### config.mk
export PLATFORM = sky130hd
export DESIGN_NAME = cfg_port_device_flat
export DESIGN_NICKNAME = d
export VERILOG_FILES = /design/src/rtl/cfg_port_pkg.sv /design/src/rtl/cfg_port_if.sv /design/src/rtl/cfg_port_device.sv /design/src/flat_wrapper.sv
export SDC_FILE = /design/constraint.sdc
export NUM_CORES = 1
export LEC_CHECK = 0
export CAP_MARGIN = 20
export CORE_MARGIN = 5
export CORE_UTILIZATION = 55
export DETAILED_ROUTE_END_ITERATION = 16
export DONT_BUFFER_PORTS = 1
export PLACE_DENSITY = 0.7
export SLEW_MARGIN = 0
export SYNTH_ARGS = -nofsm -noshare
export SYNTH_HDL_FRONTEND = slang
export SYNTH_SLANG_ARGS = --single-unit
### constraint.sdc
create_clock -name clock -period 2.88 [get_ports clock]
set_input_delay 0.576 -clock clock [delete_from_list [all_inputs] [get_ports clock]]
set_output_delay 0.576 -clock clock [all_outputs]
set_load 0.01 [all_outputs]
### src/rtl/cfg_port_pkg.sv
// Constants shared by both ends of the three-wire configuration port.
// Assumes both ends run on one system clock and sample the link pins through synchronisers.
// How it works
// - Chip select low gates every cycle
// - Frame starts first rise after select falls
// - Select held low streams successive bytes
// - Select may rise between bytes, transfer resumes
// - Select high releases data pin, alternate function
// - Data counted in eight-bit words
// - First instruction bit selects read or write, last instruction bit when least first
// - Read turns data pin to output
// - Most significant first, least first selectable
// - Pin input in writes, output in readback
// - Host drives shift clock and select
// - Host keeps port idle when quiet needed
// - Shift clock times every bit
package cfg_port_pkg;
   // ----------------------------------------
   // Sizes and timing
   // ----------------------------------------
   localparam int WORD_BITS = 8;
   localparam int ADDR_BITS = 15;
   localparam int INSTR_BITS = 16;
   localparam int CLOCK_NS = 50;
   localparam int SCLK_PERIOD_NS = 400;
   localparam int SCLK_HALF_CYCLES = (SCLK_PERIOD_NS / 2) / CLOCK_NS;
   // Select-high gap limit; a gap of this many cycles less one or more closes a frame, shorter gaps are byte stalls
   localparam int STALL_LIMIT_CYCLES = 8;
   localparam logic [7:0] REG_RESET = 8'h00;
   localparam logic [2:0] BIT_CNT_RESET = 3'h0;
   localparam logic [4:0] PHASE_RESET = 5'h00;
endpackage

### src/rtl/cfg_port_if.sv
// Three-wire link between host and converter configuration port.
// Assumes the bench resolves the shared data wire from the two enables.
interface cfg_port_if;
   logic sclk;
   logic chip_select_n;
   logic sdio_host_o;
   logic sdio_host_oe;
   logic sdio_dev_o;
   logic sdio_dev_oe;
   logic sdio;
   modport host(output sclk, output chip_select_n, output sdio_host_o, output sdio_host_oe, input sdio);
   modport device(input sclk, input chip_select_n, output sdio_dev_o, output sdio_dev_oe, input sdio);
endinterface

### src/rtl/cfg_port_device.sv
// Device end of the configuration port: instruction decode, write strobes, readback shift.
// Assumes link pins are asynchronous; a user-side register store answers reads in one cycle.
module cfg_port_device (
   input wire logic clock,
   input wire logic rst,
   cfg_port_if.device link,
   input wire logic lsb_first,
   output logic [14:0] reg_addr,
   output logic [7:0] wr_data,
   output logic wr_strobe,
   input wire logic [7:0] rd_data,
   output logic rd_strobe,
   output logic port_idle
);
   // ----------------------------------------
   // Pin synchronisers
   // ----------------------------------------
   logic [1:0] sclk_sync_reg, cs_sync_reg, sdio_sync_reg;
   logic sclk_d_reg, cs_d_reg;
   always_ff @(posedge clock or posedge rst) begin
      if (rst) begin
         sclk_sync_reg <= 2'h0;
         cs_sync_reg <= 2'h3;
         sdio_sync_reg <= 2'h0;
         sclk_d_reg <= 1'b0;
         cs_d_reg <= 1'b1;
      end else begin
         sclk_sync_reg <= {sclk_sync_reg[0], link.sclk};
         cs_sync_reg <= {cs_sync_reg[0], link.chip_select_n};
         sdio_sync_reg <= {sdio_sync_reg[0], link.sdio};
         sclk_d_reg <= sclk_sync_reg[1];
         cs_d_reg <= cs_sync_reg[1];
      end
   end
   logic cs_low, sclk_rise, sclk_fall, cs_fall, sdi;
   assign cs_low = ~cs_sync_reg[1];
   assign sclk_rise = cs_low & sclk_sync_reg[1] & ~sclk_d_reg;
   assign sclk_fall = cs_low & ~sclk_sync_reg[1] & sclk_d_reg;
   assign cs_fall = cs_d_reg & ~cs_sync_reg[1];
   assign sdi = sdio_sync_reg[1];

   // ----------------------------------------
   // Frame state
   // ----------------------------------------
   typedef enum {ST_IDLE, ST_INSTR, ST_WRITE, ST_READ} phase_t;
   phase_t phase_reg;
   logic [4:0] bit_cnt_reg;
   logic [15:0] shift_reg;
   logic [7:0] tx_reg;
   logic in_frame_reg, load_pending_reg;
   logic tx_loaded_reg;
   logic [4:0] last_bit;
   assign last_bit = (phase_reg == ST_INSTR) ? 5'h0F : 5'h07;

   // ----------------------------------------
   // Stall timer
   // ----------------------------------------
   // A select held high for the limit less one cycle or longer closes the frame, so the next fall starts a new one
   logic [3:0] stall_cnt_reg;
   logic stall_over;
   assign stall_over = stall_cnt_reg == 4'(cfg_port_pkg::STALL_LIMIT_CYCLES - 1);
   always_ff @(posedge clock or posedge rst) begin
      if (rst)
         stall_cnt_reg <= 4'h0;
      else if (cs_low || !in_frame_reg)
         stall_cnt_reg <= 4'h0;
      else if (!stall_over)
         stall_cnt_reg <= stall_cnt_reg + 4'h1;
   end

   // Incoming bit placed by bit order for data bytes
   logic [7:0] byte_next;
   always_comb begin
      byte_next = shift_reg[7:0];
      if (lsb_first)
         byte_next = {sdi, shift_reg[7:1]};
      else
         byte_next = {shift_reg[6:0], sdi};
   end

   always_ff @(posedge clock or posedge rst) begin
      if (rst) begin
         phase_reg <= ST_IDLE;
         bit_cnt_reg <= cfg_port_pkg::PHASE_RESET;
         shift_reg <= 16'h0000;
         in_frame_reg <= 1'b0;
         reg_addr <= 15'h0000;
         wr_data <= cfg_port_pkg::REG_RESET;
         wr_strobe <= 1'b0;
         rd_strobe <= 1'b0;
      end else begin
         wr_strobe <= 1'b0;
         rd_strobe <= 1'b0;
         if (cs_fall && !in_frame_reg) begin
            phase_reg <= ST_INSTR;
            bit_cnt_reg <= cfg_port_pkg::PHASE_RESET;
            in_frame_reg <= 1'b1;
         end else if (stall_over) begin
            phase_reg <= ST_IDLE;
            in_frame_reg <= 1'b0;
         end else if (sclk_rise) begin
            bit_cnt_reg <= bit_cnt_reg + 5'h01;
            if (phase_reg == ST_INSTR) begin
               shift_reg <= lsb_first ? {sdi, shift_reg[15:1]} : {shift_reg[14:0], sdi};
               if (bit_cnt_reg == last_bit) begin
                  bit_cnt_reg <= cfg_port_pkg::PHASE_RESET;
                  if (lsb_first) begin
                     reg_addr <= shift_reg[15:1];
                     phase_reg <= sdi ? ST_READ : ST_WRITE;
                     rd_strobe <= sdi;
                  end else begin
                     reg_addr <= {shift_reg[13:0], sdi};
                     phase_reg <= shift_reg[14] ? ST_READ : ST_WRITE;
                     rd_strobe <= shift_reg[14];
                  end
               end
            end else begin
               shift_reg[7:0] <= byte_next;
               if (bit_cnt_reg == last_bit) begin
                  bit_cnt_reg <= cfg_port_pkg::PHASE_RESET;
                  if (phase_reg == ST_WRITE) begin
                     wr_data <= byte_next;
                     wr_strobe <= 1'b1;
                  end else begin
                     // Advance with the strobe so the store answers the next address
                     rd_strobe <= 1'b1;
                     reg_addr <= reg_addr + 15'h0001;
                  end
               end
            end
         end
         // Completed write advances the address once the store has taken it
         if (wr_strobe && phase_reg == ST_WRITE)
            reg_addr <= reg_addr + 15'h0001;
      end
   end

   // ----------------------------------------
   // Readback shifter
   // ----------------------------------------
   logic tx_oe_reg;
   always_ff @(posedge clock or posedge rst) begin
      if (rst) begin
         tx_reg <= cfg_port_pkg::REG_RESET;
         tx_loaded_reg <= 1'b0;
         load_pending_reg <= 1'b0;
      end else begin
         load_pending_reg <= rd_strobe;
         if (load_pending_reg) begin
            tx_reg <= rd_data;
            tx_loaded_reg <= 1'b1;
         end else if (sclk_fall && phase_reg == ST_READ && tx_loaded_reg && bit_cnt_reg != 5'h00) begin
            tx_reg <= lsb_first ? {1'b0, tx_reg[7:1]} : {tx_reg[6:0], 1'b0};
         end
         if (phase_reg != ST_READ)
            tx_loaded_reg <= 1'b0;
      end
   end

   always_ff @(posedge clock or posedge rst) begin
      if (rst)
         tx_oe_reg <= 1'b0;
      else
         tx_oe_reg <= cs_low && phase_reg == ST_READ && tx_loaded_reg;
   end

   // Select high releases the pin; frame survives byte-boundary stalls
   always_ff @(posedge clock or posedge rst) begin
      if (rst)
         port_idle <= 1'b1;
      else
         port_idle <= ~cs_low;
   end

   assign link.sdio_dev_oe = tx_oe_reg & cs_low;
   assign link.sdio_dev_o = lsb_first ? tx_reg[0] : tx_reg[7];
endmodule

### src/flat_wrapper.sv
// flat-port wrapper written by rule: the top's interface ports become plain ports
module cfg_port_device_flat 
  (clock, rst, lsb_first, reg_addr, wr_data, wr_strobe, rd_data, rd_strobe, port_idle, link_sclk, link_chip_select_n, link_sdio_dev_o, link_sdio_dev_oe, link_sdio);
  cfg_port_if link_i ();
  input wire logic clock;
  input wire logic rst;
  input wire logic lsb_first;
  output logic [14:0] reg_addr;
  output logic [7:0] wr_data;
  output logic wr_strobe;
  input wire logic [7:0] rd_data;
  output logic rd_strobe;
  output logic port_idle;
  input wire logic [$bits(link_i.sclk)-1:0] link_sclk;
  input wire logic [$bits(link_i.chip_select_n)-1:0] link_chip_select_n;
  output wire logic [$bits(link_i.sdio_dev_o)-1:0] link_sdio_dev_o;
  output wire logic [$bits(link_i.sdio_dev_oe)-1:0] link_sdio_dev_oe;
  input wire logic [$bits(link_i.sdio)-1:0] link_sdio;
  assign link_i.sclk = link_sclk;
  assign link_i.chip_select_n = link_chip_select_n;
  assign link_sdio_dev_o = link_i.sdio_dev_o;
  assign link_sdio_dev_oe = link_i.sdio_dev_oe;
  assign link_i.sdio = link_sdio;
  cfg_port_device u_core (.clock(clock), .rst(rst), .link(link_i), .lsb_first(lsb_first), .reg_addr(reg_addr), .wr_data(wr_data), .wr_strobe(wr_strobe), .rd_data(rd_data), .rd_strobe(rd_strobe), .port_idle(port_idle));
endmodule
==> flow_metrics.py, run 1 <==
metrics = {
    "finish": {
        "fillers": 508,
        "diodes": 0,
        "largest_register_ffs": 16,
        "drive_above_1_share": 0.139,
        "fin_nets": 379,
        "final_area_um2": 3860,
        "finish.utilization": 0.607,
        "syn_to_final_growth_pct": 7.01,
    },
    "clock_tree": {
        "clk_latency_ns": 0.35,
        "cts_made_buffers": 9,
        "clockBufferDepth": 2,
        "cts_setup_buffers": 0,
        "cts.sinks": 72,
        "post_cts_resized": 0,
        "root_buffer": "clkbuf_8",
        "cts_tree": "yes",
        "htreeDepth": 3,
        "cts.clk_slew.worst_paths_ns": 0.08,
        "hold_buffers": 0,
    },
    "yosys": {
        "synth_edf_count": 0,
        "yosysSeqAreaShare": 0.501,
        "synthTopCellsByCount": "dfrtp_1 (69), nand2_1 (59), nor2_1 (34), o21ai_0 (26)",
        "synth.most_common_cell": "dfrtp_1",
        "synth_top_area_share": 0.479,
        "synth_cell_types": 54,
        "synthArstFlopShare": 1.00,
        "synth_cells": 365,
        "synth_fp_nets": 383,
        "ys_ff_latch": 72,
        "synth_warnings": 0,
        "syn_avg_cell_area_um2": 9.88,
        "ys_top_cells_by_area": "dfrtp_1 (48%), nand2_1 (6.1%), mux2_2 (4.7%)",
        "ys.flop_type": "dfrtp_1",
        "synth_area_um2": 3600,
        "yosysTopAreaCell": "dfrtp_1",
    },
    "flow_run": {
        "cap_violations": 0,
    },
    "routing": {
        "via_count": 2708,
        "avgViaCountPerCell": 6.11,
        "first_pass_iters": 5,
        "wire_per_inst_um": 17.3,
        "routed_wl_um": 7650,
        "drc_errors": 0,
        "final_antenna_net_count": 0,
        "drtIter0Drc": 158,
    },
    "min_path": {
        "holdCritPathClass": "in2async",
    },
    "floorplanning": {
        "fp.dieH_um": 91.0,
        "start_util": 0.568,
        "io_pins": 42,
        "die_w_um": 91.0,
        "core_um2": 6350,
        "die_area_um2": 8270,
        "rows": 29,
    },
    "power_and_ir_drop": {
        "p_per_area_nw_per_um2": 825,
        "ir_drop_mv": 0.482,
        "leakage_nw": 1.78,
    },
    "timing": {
        "relSlewSlack": 0.583,
        "fin_crit_ns": 2.15,
        "holdWs_ns": 0.180,
        "final-hold-violation-count": 0,
        "fin_skew_ns": 0.0103,
        "tns_ns": 0,
        "period_share": 0.746,
        "setup_viol": 0,
        "worst_pin_slew_ns": 0.624,
        "slew_violations": 0,
        "grt_setup_unrepaired": "no",
        "clock.fmax_ghz": 0.466,
    },
    "place": {
        "globalplace.congestion": 0.869,
        "place_area_um2": 3650,
        "hpwlAfterDp_um": 5330,
        "port_buffers": 0,
    },
    "worst_setup_path": {
        "cp_cell_sequence": "ha_1 -> and3b_1 -> nor2_8 -> nand4_4 -> or2_1 -> mux2_4",
        "max_stage_delay_ns": 0.41,
        "cp.required_ns": 3.11,
        "slowest_stage": "dfrtp_1",
        "critPathCaptureType": "flip-flop",
        "critPathLaunchType": "flip-flop",
        "worstSetupPathType": "reg2reg",
        "crit_fanout": 9,
        "cp_data_arrival_time_ns": 2.38,
    },
    "global_routing": {
        "antenna_found_initial": 0,
        "grt_pass1_vias": 2492,
        "grt_pass1_wl_um": 12900,
        "grt_usage": 0.193,
        "overflow": 0,
        "grt_max_degree": 45,
    },
    "status": {
        "outcome": "completed",
    },
}
[area by class of cell]
| cell class | count | area [µm²] | area share |
|---|---|---|---|
| sequential | 72 | 1810 | 0.468 |
| clock buffer | 11 | 151 | 0.0392 |
| timing repair buffer | 3 | 35.0 | 0.00908 |
| multi-input combinational | 266 | 1680 | 0.436 |
| tap | 77 | 96.3 | 0.0250 |
| inverter | 9 | 33.8 | 0.00876 |
| clock inverter | 5 | 55.1 | 0.0143 |
[layout by cell type, fill, tap and decap left out, types with 4 or more instances in the layout]
cell	netlist	final
dfrtp_1	69	69
nand2_1	59	59
nor2_1	34	34
o21ai_0	26	26
a21oi_1	18	18
nand3_1	18	18
mux2_2	15	15
mux2i_1	14	14
clkbuf_8	0	11
o221ai_1	9	9
nor3_1	8	8
inv_1	9	8
mux2_4	5	5
nand2b_1	4	4
ha_1	4	4
[cell families (layout without fill, tap and decap cells)]
logic type                 count (synthesis)  count (layout)  synth area share
buffers and inverters                     27              28            0.0330
DFF                                       72              72             0.501
adders and majority gates                  4               4            0.0139
muxes                                     34              34             0.107
xor gates and xnor gates                   4               4           0.00972
AOI/OAI and AO/OA                         80              80             0.146
and+or+nand+nor                          144             144             0.190
[where the power goes]
part	switching, mW	total, mW	internal (mW)	leakage, nW
registers	0.224	1.44	1.22	0.836
clock network	0.376	0.820	0.444	0.101
logic	0.536	0.920	0.384	0.839
total	1.14	3.18	2.05	1.78
[worst max-delay path: cells and delay by family (launching register included)]
kind	cells	cell delay [ns]
muxes	1	0.35
and+or+nand+nor	4	1.04
DFF	1	0.41
adders and majority gates	1	0.24
[stage by stage]
stage                     total power [mW]  cells  setup slack [ns]
after detailed placement              2.37    427             0.736
after global placement                2.35    427             0.799
after floorplan                       2.15    365             0.484
after global routing                  3.42    443             0.578
after CTS                             3.20    443             0.723
final                                 3.18    443             0.733
[worst paths after layout]
kind | from | endpoint | slack [ns] | cells past startpoint
min in group clock | link_chip_select_n | u_core.cs_sync_reg[0] | 0.22 | 0
worst min-delay path | rst | u_core.sclk_d_reg | 0.18 | 1
worst min register to register | u_core.sclk_sync_reg[0] | u_core.sclk_sync_reg[1] | 0.35 | 0
worst max register to register | u_core.stall_cnt_reg[0] | u_core.wr_data[4] | 0.73 | 6
worst max-delay path | u_core.stall_cnt_reg[0] | u_core.wr_data[4] | 0.73 | 6
max in group asynchronous | rst | u_core.reg_addr[11] | 2.03 | 2
[routing by layer]
layer  track usage  share of wire  vias to the layer above  wire length, µm
met5             0              0                        -                0
met4        0.0733          0.016                        0              123
met3        0.0413          0.070                       10              536
met2         0.266           0.44                       94             3350
met1         0.296           0.48                     1311             3650
li1              -              -                     1293                -
Note: power is estimated with default switching activity, not from simulation.
==> inputs of run 2 (changes only) <==
--- a/config.mk
+++ b/config.mk
@@ -5,12 +5,13 @@
 export SDC_FILE = /design/constraint.sdc
 export NUM_CORES = 1
 export LEC_CHECK = 0
+export ABC_AREA = 1
 export CAP_MARGIN = 20
 export CORE_MARGIN = 5
 export CORE_UTILIZATION = 55
 export DETAILED_ROUTE_END_ITERATION = 16
 export DONT_BUFFER_PORTS = 1
-export PLACE_DENSITY = 0.7
+export PLACE_DENSITY = 0.73
 export SLEW_MARGIN = 0
 export SYNTH_ARGS = -nofsm -noshare
 export SYNTH_HDL_FRONTEND = slang
==> constraint.sdc (replaced) <==
create_clock -name clock -period 1.8 [get_ports clock]
set_input_delay 0.36 -clock clock [delete_from_list [all_inputs] [get_ports clock]]
set_output_delay 0.36 -clock clock [all_outputs]
set_load 0.01 [all_outputs]
==> run 2 against run 1 <==
Against the previous run: global-route usage down 0.083 points; design area increased by 7.0%; sequential share of layout area is 3.1 points lower; worst hold slack got worse by 0.14 ns; largest power group unchanged; area after synthesis is 4.9% higher; highest routed layer unchanged; power grew 63%.
==> flow_metrics.py, run 2 <==
metrics = {
    "yosys": {
        "synth_top_area_share": 0.457,
        "ys.flop_type": "dfrtp_1",
        "synth_cells": 483,
        "synthArstFlopShare": 1.00,
        "synth_top_family_by_area": "simple AND/OR/NAND/NOR gates",
        "synth-simple-area-share": 0.308,
        "synthTopCellsByCount": "nand2_1 (145), dfrtp_1 (69), o21ai_0 (65), inv_1 (55), nand3_1 (43)",
        "synth_edf_count": 0,
        "yosysSeqAreaShare": 0.477,
        "synth_xor_xnor_area_share": 0.00926,
        "syn_avg_cell_area_um2": 7.83,
        "yosysTopAreaCell": "dfrtp_1",
        "synth.area.mux_share": 0,
        "ys_ff_latch": 72,
        "synth-compound-area-share": 0.111,
        "synth_area_um2": 3780,
        "synth_fp_nets": 501,
        "synth_fa_ha_area_frac": 0.0132,
        "ys_top_cells_by_area": "dfrtp_1 (46%), nand2_1 (14%), o21ai_0 (8.6%)",
        "synth_warnings": 0,
        "synth.most_common_cell": "nand2_1",
        "synth_cell_types": 32,
    },
    "timing": {
        "slew_violations": 0,
        "fin_skew_ns": 0.0128,
        "grt_setup_unrepaired": "no",
        "clock.fmax_ghz": 0.620,
        "tns_ns": 0,
        "period_share": 0.896,
        "final-hold-violation-count": 0,
        "setup_viol": 0,
        "relSlewSlack": 0.710,
        "fin_crit_ns": 1.61,
        "worst_pin_slew_ns": 0.430,
    },
    "worst_setup_path": {
        "cp_cell_sequence": "nor2_2 -> nand2_4 -> nand2_4 -> nor2_8 -> nand3b_4 -> buf_4 -> nand3_1 -> nand2_1",
        "worstSetupPathType": "reg2reg",
        "crit_top_cell": "nand2_4",
        "max_stage_delay_ns": 0.59,
        "critPathLaunchType": "flip-flop",
        "r2r_start": "u_core.cs_sync_reg[1]",
        "ff2ff_path_depth": 8,
        "reg2reg_setup_slack_ns": 0.19,
        "r2r-end": "u_core.reg_addr[11]",
        "cp.required_ns": 2.04,
        "crit_family": "simple AND/OR/NAND/NOR gates",
        "crit_fanout": 13,
        "critPathCaptureType": "flip-flop",
        "cp_data_arrival_time_ns": 1.85,
        "slowest_stage": "dfstp_2",
        "crit_buf_inv": 1,
    },
    "min_path": {
        "holdPathEnd": "u_core.sdio_sync_reg[0]",
        "min_path_cells": 0,
        "min-delay-start": "link_sdio",
        "holdCritPathClass": "in2reg",
    },
    "global_routing": {
        "overflow": 0,
        "grt_usage": 0.192,
        "grt_pass1_wl_um": 13200,
        "grt_max_degree": 73,
        "antenna_found_initial": 0,
        "grt_pass1_vias": 2869,
    },
    "finish": {
        "fin_nets": 508,
        "fillers": 606,
        "final_cell_mix": "nand2_1 (145), dfrtp_1 (69), o21ai_0 (65)",
        "drive_above_1_share": 0.107,
        "largest_register_ffs": 16,
        "mostFrequentLayoutCell": "nand2_1",
        "seq_area_um2": 1810,
        "syn_to_final_growth_pct": 9.16,
        "multiInputGateArea_um2": 1680,
        "diodes": 0,
    },
    "status": {
        "outcome": "completed",
    },
    "power_and_ir_drop": {
        "p_sw_mw": 1.85,
        "fin_total_pwr_mw": 5.18,
        "p_per_area_nw_per_um2": 1250,
        "ir_drop_mv": 0.712,
        "sequentialPowerShare": 0.410,
        "leakage_nw": 2.08,
        "p_int_mw": 3.33,
        "switching_share": 0.357,
        "p_comb_frac": 0.313,
        "pwr-share-clk": 0.277,
    },
    "flow_run": {
        "cap_violations": 0,
    },
    "floorplanning": {
        "die_w_um": 92.9,
        "fp.dieH_um": 92.9,
        "core_um2": 6760,
        "start_util": 0.560,
        "io_pins": 42,
        "rows": 30,
        "die_area_um2": 8640,
    },
    "place": {
        "hpwlAfterDp_um": 5400,
        "port_buffers": 0,
        "globalplace.congestion": 0.838,
    },
    "routing": {
        "avgViaCountPerCell": 5.37,
        "first_pass_iters": 4,
        "drc_errors": 0,
        "via_count": 3081,
        "final_antenna_net_count": 0,
        "drtIter0Drc": 210,
        "routed_wl_um": 7760,
        "wire_per_inst_um": 13.5,
    },
    "clock_tree": {
        "clk_latency_ns": 0.35,
        "cts_tree": "yes",
        "cts.clk_slew.worst_paths_ns": 0.07,
        "cts_setup_buffers": 0,
        "htreeDepth": 3,
        "cts.sinks": 72,
        "root_buffer": "clkbuf_8",
        "cts_made_buffers": 9,
        "clockBufferDepth": 2,
    },
}
[run 2: metal layers]
layer / part of all wire / vias to the layer above / global-route usage
li1: - / 1576 / -
met1: 0.48 / 1435 / 0.263
met2: 0.46 / 59 / 0.289
met3: 0.051 / 11 / 0.0520
met4: 0.015 / 0 / 0.0794
met5: 0 / - / 0
[run 2: final cells by class]
| cell class | count | share of cell area |
|---|---|---|
| inverter | 56 | 0.0518 |
| sequential | 72 | 0.437 |
| multi-input combinational | 339 | 0.407 |
| timing repair buffer | 12 | 0.0261 |
| tap | 80 | 0.0242 |
| clock buffer | 12 | 0.0376 |
| clock inverter | 3 | 0.0158 |
[run 2: worst max path at each step]
stage / endpoint / cells after the start / start / slack [ns]
final: u_core.reg_addr[11] / 8 / u_core.cs_sync_reg[1] / 0.19
after global placement: u_core.reg_addr[14] / 8 / u_core.reg_addr[1] / 0.21
after global routing: u_core.shift_reg[11] / 8 / u_core.cs_sync_reg[1] / 0.03
after CTS: u_core.wr_data[6] / 8 / u_core.cs_sync_reg[1] / 0.11
after detailed placement: u_core.wr_data[6] / 8 / u_core.cs_sync_reg[1] / 0.13
after floorplan: u_core.reg_addr[10] / 8 / u_core.stall_cnt_reg[0] / 0.27
[run 2: power groups by stage]
| stage | clock network, mW | logic, mW | registers [mW] |
|---|---|---|---|
| floorplan | 0 | 1.32 | 2.10 |
| global placement | 0 | 1.58 | 2.14 |
| detailed placement | 0 | 1.61 | 2.15 |
| CTS | 1.46 | 1.63 | 2.12 |
| global route | 1.53 | 1.89 | 2.16 |
| finish | 1.43 | 1.62 | 2.12 |
[run 2: what timing repair did]
item,in CTS,in global routing
hold endpoints to repair,23,0
setup endpoints to repair,0,5
hold buffers,2,0
gates resized for setup,0,2
[run 2: cell families after synthesis]
family / Yosys count
simple gates: 249
compound gates: 82
buf+inv: 72
flops: 72
xor+xnor: 4
fa+ha+maj: 4
[run 2: through the flow]
step           worst slack [ns]  std cells  instance area [µm²]  utilization  hold slack [ns]
2_1_floorplan             0.273        483                 3790            -            0.331
3_3_place_gp              0.210        557                 3880        0.574            0.333
3_5_place_dp              0.133        557                 3880        0.574            0.337
4_1_cts                   0.108        574                 4120        0.610           0.0273
5_1_grt                  0.0324        574                 4130        0.611           0.0163
6_report                  0.187        574                 4130        0.611           0.0374
==> inputs of run 3 (changes only) <==
--- a/config.mk
+++ b/config.mk
@@ -6,12 +6,12 @@
 export NUM_CORES = 1
 export LEC_CHECK = 0
 export ABC_AREA = 1
+export BUFFER_PORTS_ARGS = -buffer_cell sky130_fd_sc_hd__buf_2
 export CAP_MARGIN = 20
 export CORE_MARGIN = 5
-export CORE_UTILIZATION = 55
+export CORE_UTILIZATION = 53
 export DETAILED_ROUTE_END_ITERATION = 16
-export DONT_BUFFER_PORTS = 1
-export PLACE_DENSITY = 0.73
+export PLACE_DENSITY = 0.76
 export SLEW_MARGIN = 0
 export SYNTH_ARGS = -nofsm -noshare
 export SYNTH_HDL_FRONTEND = slang
==> run 3 against run 2 <==
Against the previous run: die area increased by 3.4%; design area rose by 5.8%; global-route usage up 0.80 points; flip-flop and latch count stayed put; routed wire length grew 7.6%; worst hold slack lost 0.011 ns; first-iteration DRC count increased by 12%; maximum frequency is 6.5% lower; clock power fell by 3%; utilization up 2.5 points; highest routed layer unchanged.
==> flow_metrics.py, run 3 (synthesized netlist as in run 2, its figures left out) <==
metrics = {
    "power_and_ir_drop": {
        "sequentialPowerShare": 0.401,
        "switching_share": 0.369,
        "p_per_area_nw_per_um2": 1200,
        "ir_drop_mv": 0.792,
        "p_sw_mw": 1.93,
        "p_comb_frac": 0.334,
        "p_int_mw": 3.31,
        "leakage_nw": 2.23,
        "pwr-share-clk": 0.265,
    },
    "worst_setup_path": {
        "critPathCaptureType": "flip-flop",
        "cp.required_ns": 2.06,
        "worstSetupPathType": "reg2reg",
        "crit_family": "simple AND/OR/NAND/NOR gates",
        "crit_fanout": 9,
        "crit_buf_inv": 1,
        "cp_cell_sequence": "ha_1 -> nand3_2 -> nand2_4 -> nor2_8 -> nand3b_4 -> buf_4 -> nor2_1",
        "cp_data_arrival_time_ns": 1.98,
        "slowest_stage": "dfrtp_1",
        "max_stage_delay_ns": 0.41,
        "critPathLaunchType": "flip-flop",
    },
    "finish": {
        "fin_nets": 552,
        "drive_above_1_share": 0.184,
        "diodes": 0,
        "finish.utilization": 0.636,
        "syn_to_final_growth_pct": 15.5,
        "mostFrequentLayoutCell": "nand2_1",
        "finalNonFillerCells": 635,
        "largest_register_ffs": 16,
        "final_cell_mix": "nand2_1 (145), dfrtp_1 (69), o21ai_0 (65)",
    },
    "floorplanning": {
        "rows": 30,
        "core_um2": 6870,
        "die_w_um": 94.5,
        "die_area_um2": 8930,
        "fp.dieH_um": 94.5,
        "io_pins": 42,
        "start_util": 0.551,
    },
    "timing": {
        "fin_crit_ns": 1.73,
        "final-hold-violation-count": 0,
        "period_share": 0.959,
        "relSlewSlack": 0.537,
        "fin_skew_ns": 0.00737,
        "clock.fmax_ghz": 0.580,
        "worst_pin_slew_ns": 0.694,
        "fin_ws_ns": 0.0746,
        "setup_viol": 0,
        "slew_violations": 0,
        "holdWs_ns": 0.0261,
    },
    "clock_tree": {
        "root_buffer": "clkbuf_8",
        "clockBufferDepth": 2,
        "htreeDepth": 3,
        "cts_made_buffers": 9,
        "cts.sinks": 72,
        "clk_latency_ns": 0.35,
        "cts_tree": "yes",
        "cts.clk_slew.worst_paths_ns": 0.08,
    },
    "place": {
        "port_buffers": 41,
        "place_inst": 617,
        "globalplace.congestion": 0.914,
        "pre_cts_ws_ns": 0.0675,
        "hpwlAfterDp_um": 5900,
    },
    "routing": {
        "first_pass_iters": 5,
        "drtIter0Drc": 235,
        "routed_wl_um": 8340,
        "via_count": 3274,
        "avgViaCountPerCell": 5.16,
        "final_antenna_net_count": 0,
        "drc_errors": 0,
        "wire_per_inst_um": 13.1,
    },
    "global_routing": {
        "grt_usage": 0.200,
        "grt_pass1_vias": 3137,
        "antenna_found_initial": 0,
        "grt_pass1_wl_um": 14100,
        "grt_max_degree": 46,
        "overflow": 0,
    },
    "status": {
        "outcome": "completed",
    },
    "min_path": {
        "holdCritPathClass": "in2async",
    },
    "flow_run": {
        "cap_violations": 0,
    },
}
[run 3: changes by cell type in the layout (fill, tap and decap cells not counted), moves of 2 or more]
cell / before / now
buf_2: 0 / 41
buf_4: 9 / 14
clkbuf_8: 11 / 9
clkinv_2: 1 / 3
dlygate4sd3_1: 2 / 0
[run 3: routing by layer]
layer	global-route usage	vias up	part of all wire	wire length, µm
li1	-	1670	-	-
met5	0	-	0	0
met4	0.0817	0	0.023	189
met1	0.269	1515	0.46	3820
met2	0.316	73	0.48	3980
met3	0.0430	16	0.043	361
[run 3: metrics by stage]
step                power, mW  TNS, ns  area [µm²]
finish                   5.24        0        4370
global route             5.66   -0.242        4370
CTS                      5.27        0        4340
detailed placement       3.86        0        4130
global placement         3.80        0        4130
floorplan                3.41        0        3790
[run 3: final timing paths]
check | cells past startpoint | endpoint | from | slack (ns)
max in group asynchronous | 3 | u_core.wr_data[7] | rst | 1.25
worst min register to register | 0 | u_core.cs_sync_reg[1] | u_core.cs_sync_reg[0] | 0.36
min in group clock | 1 | u_core.cs_sync_reg[0] | link_chip_select_n | 0.12
worst max-delay path | 7 | u_core.rd_strobe | u_core.stall_cnt_reg[0] | 0.07
worst max register to register | 7 | u_core.rd_strobe | u_core.stall_cnt_reg[0] | 0.07
worst min-delay path | 2 | u_core.shift_reg[12] | rst | 0.03
[run 3: timing repair]
item / 4_1_cts / 5_1_grt
setup endpoints to repair: 0 / 7
hold buffers: 0 / 0
setup buffers: 0 / 2
gates resized for setup: 0 / 2
[run 3: power by group through the flow]
stage	sequential, mW	combinational, mW	clock, mW
2_1_floorplan	2.10	1.32	0
5_1_grt	2.14	2.02	1.50
6_report	2.10	1.75	1.39
4_1_cts	2.10	1.75	1.42
3_3_place_gp	2.11	1.69	0
3_5_place_dp	2.13	1.74	0
[run 3: area by class of cell]
type | count | area [µm²]
clock buffers | 10 | 128
clock inverters | 6 | 83.8
fillers | 616 | 2500
inverters | 56 | 214
multi-input cells | 339 | 1690
flip-flops and latches | 72 | 1810
well taps | 96 | 120
repair buffers | 56 | 330
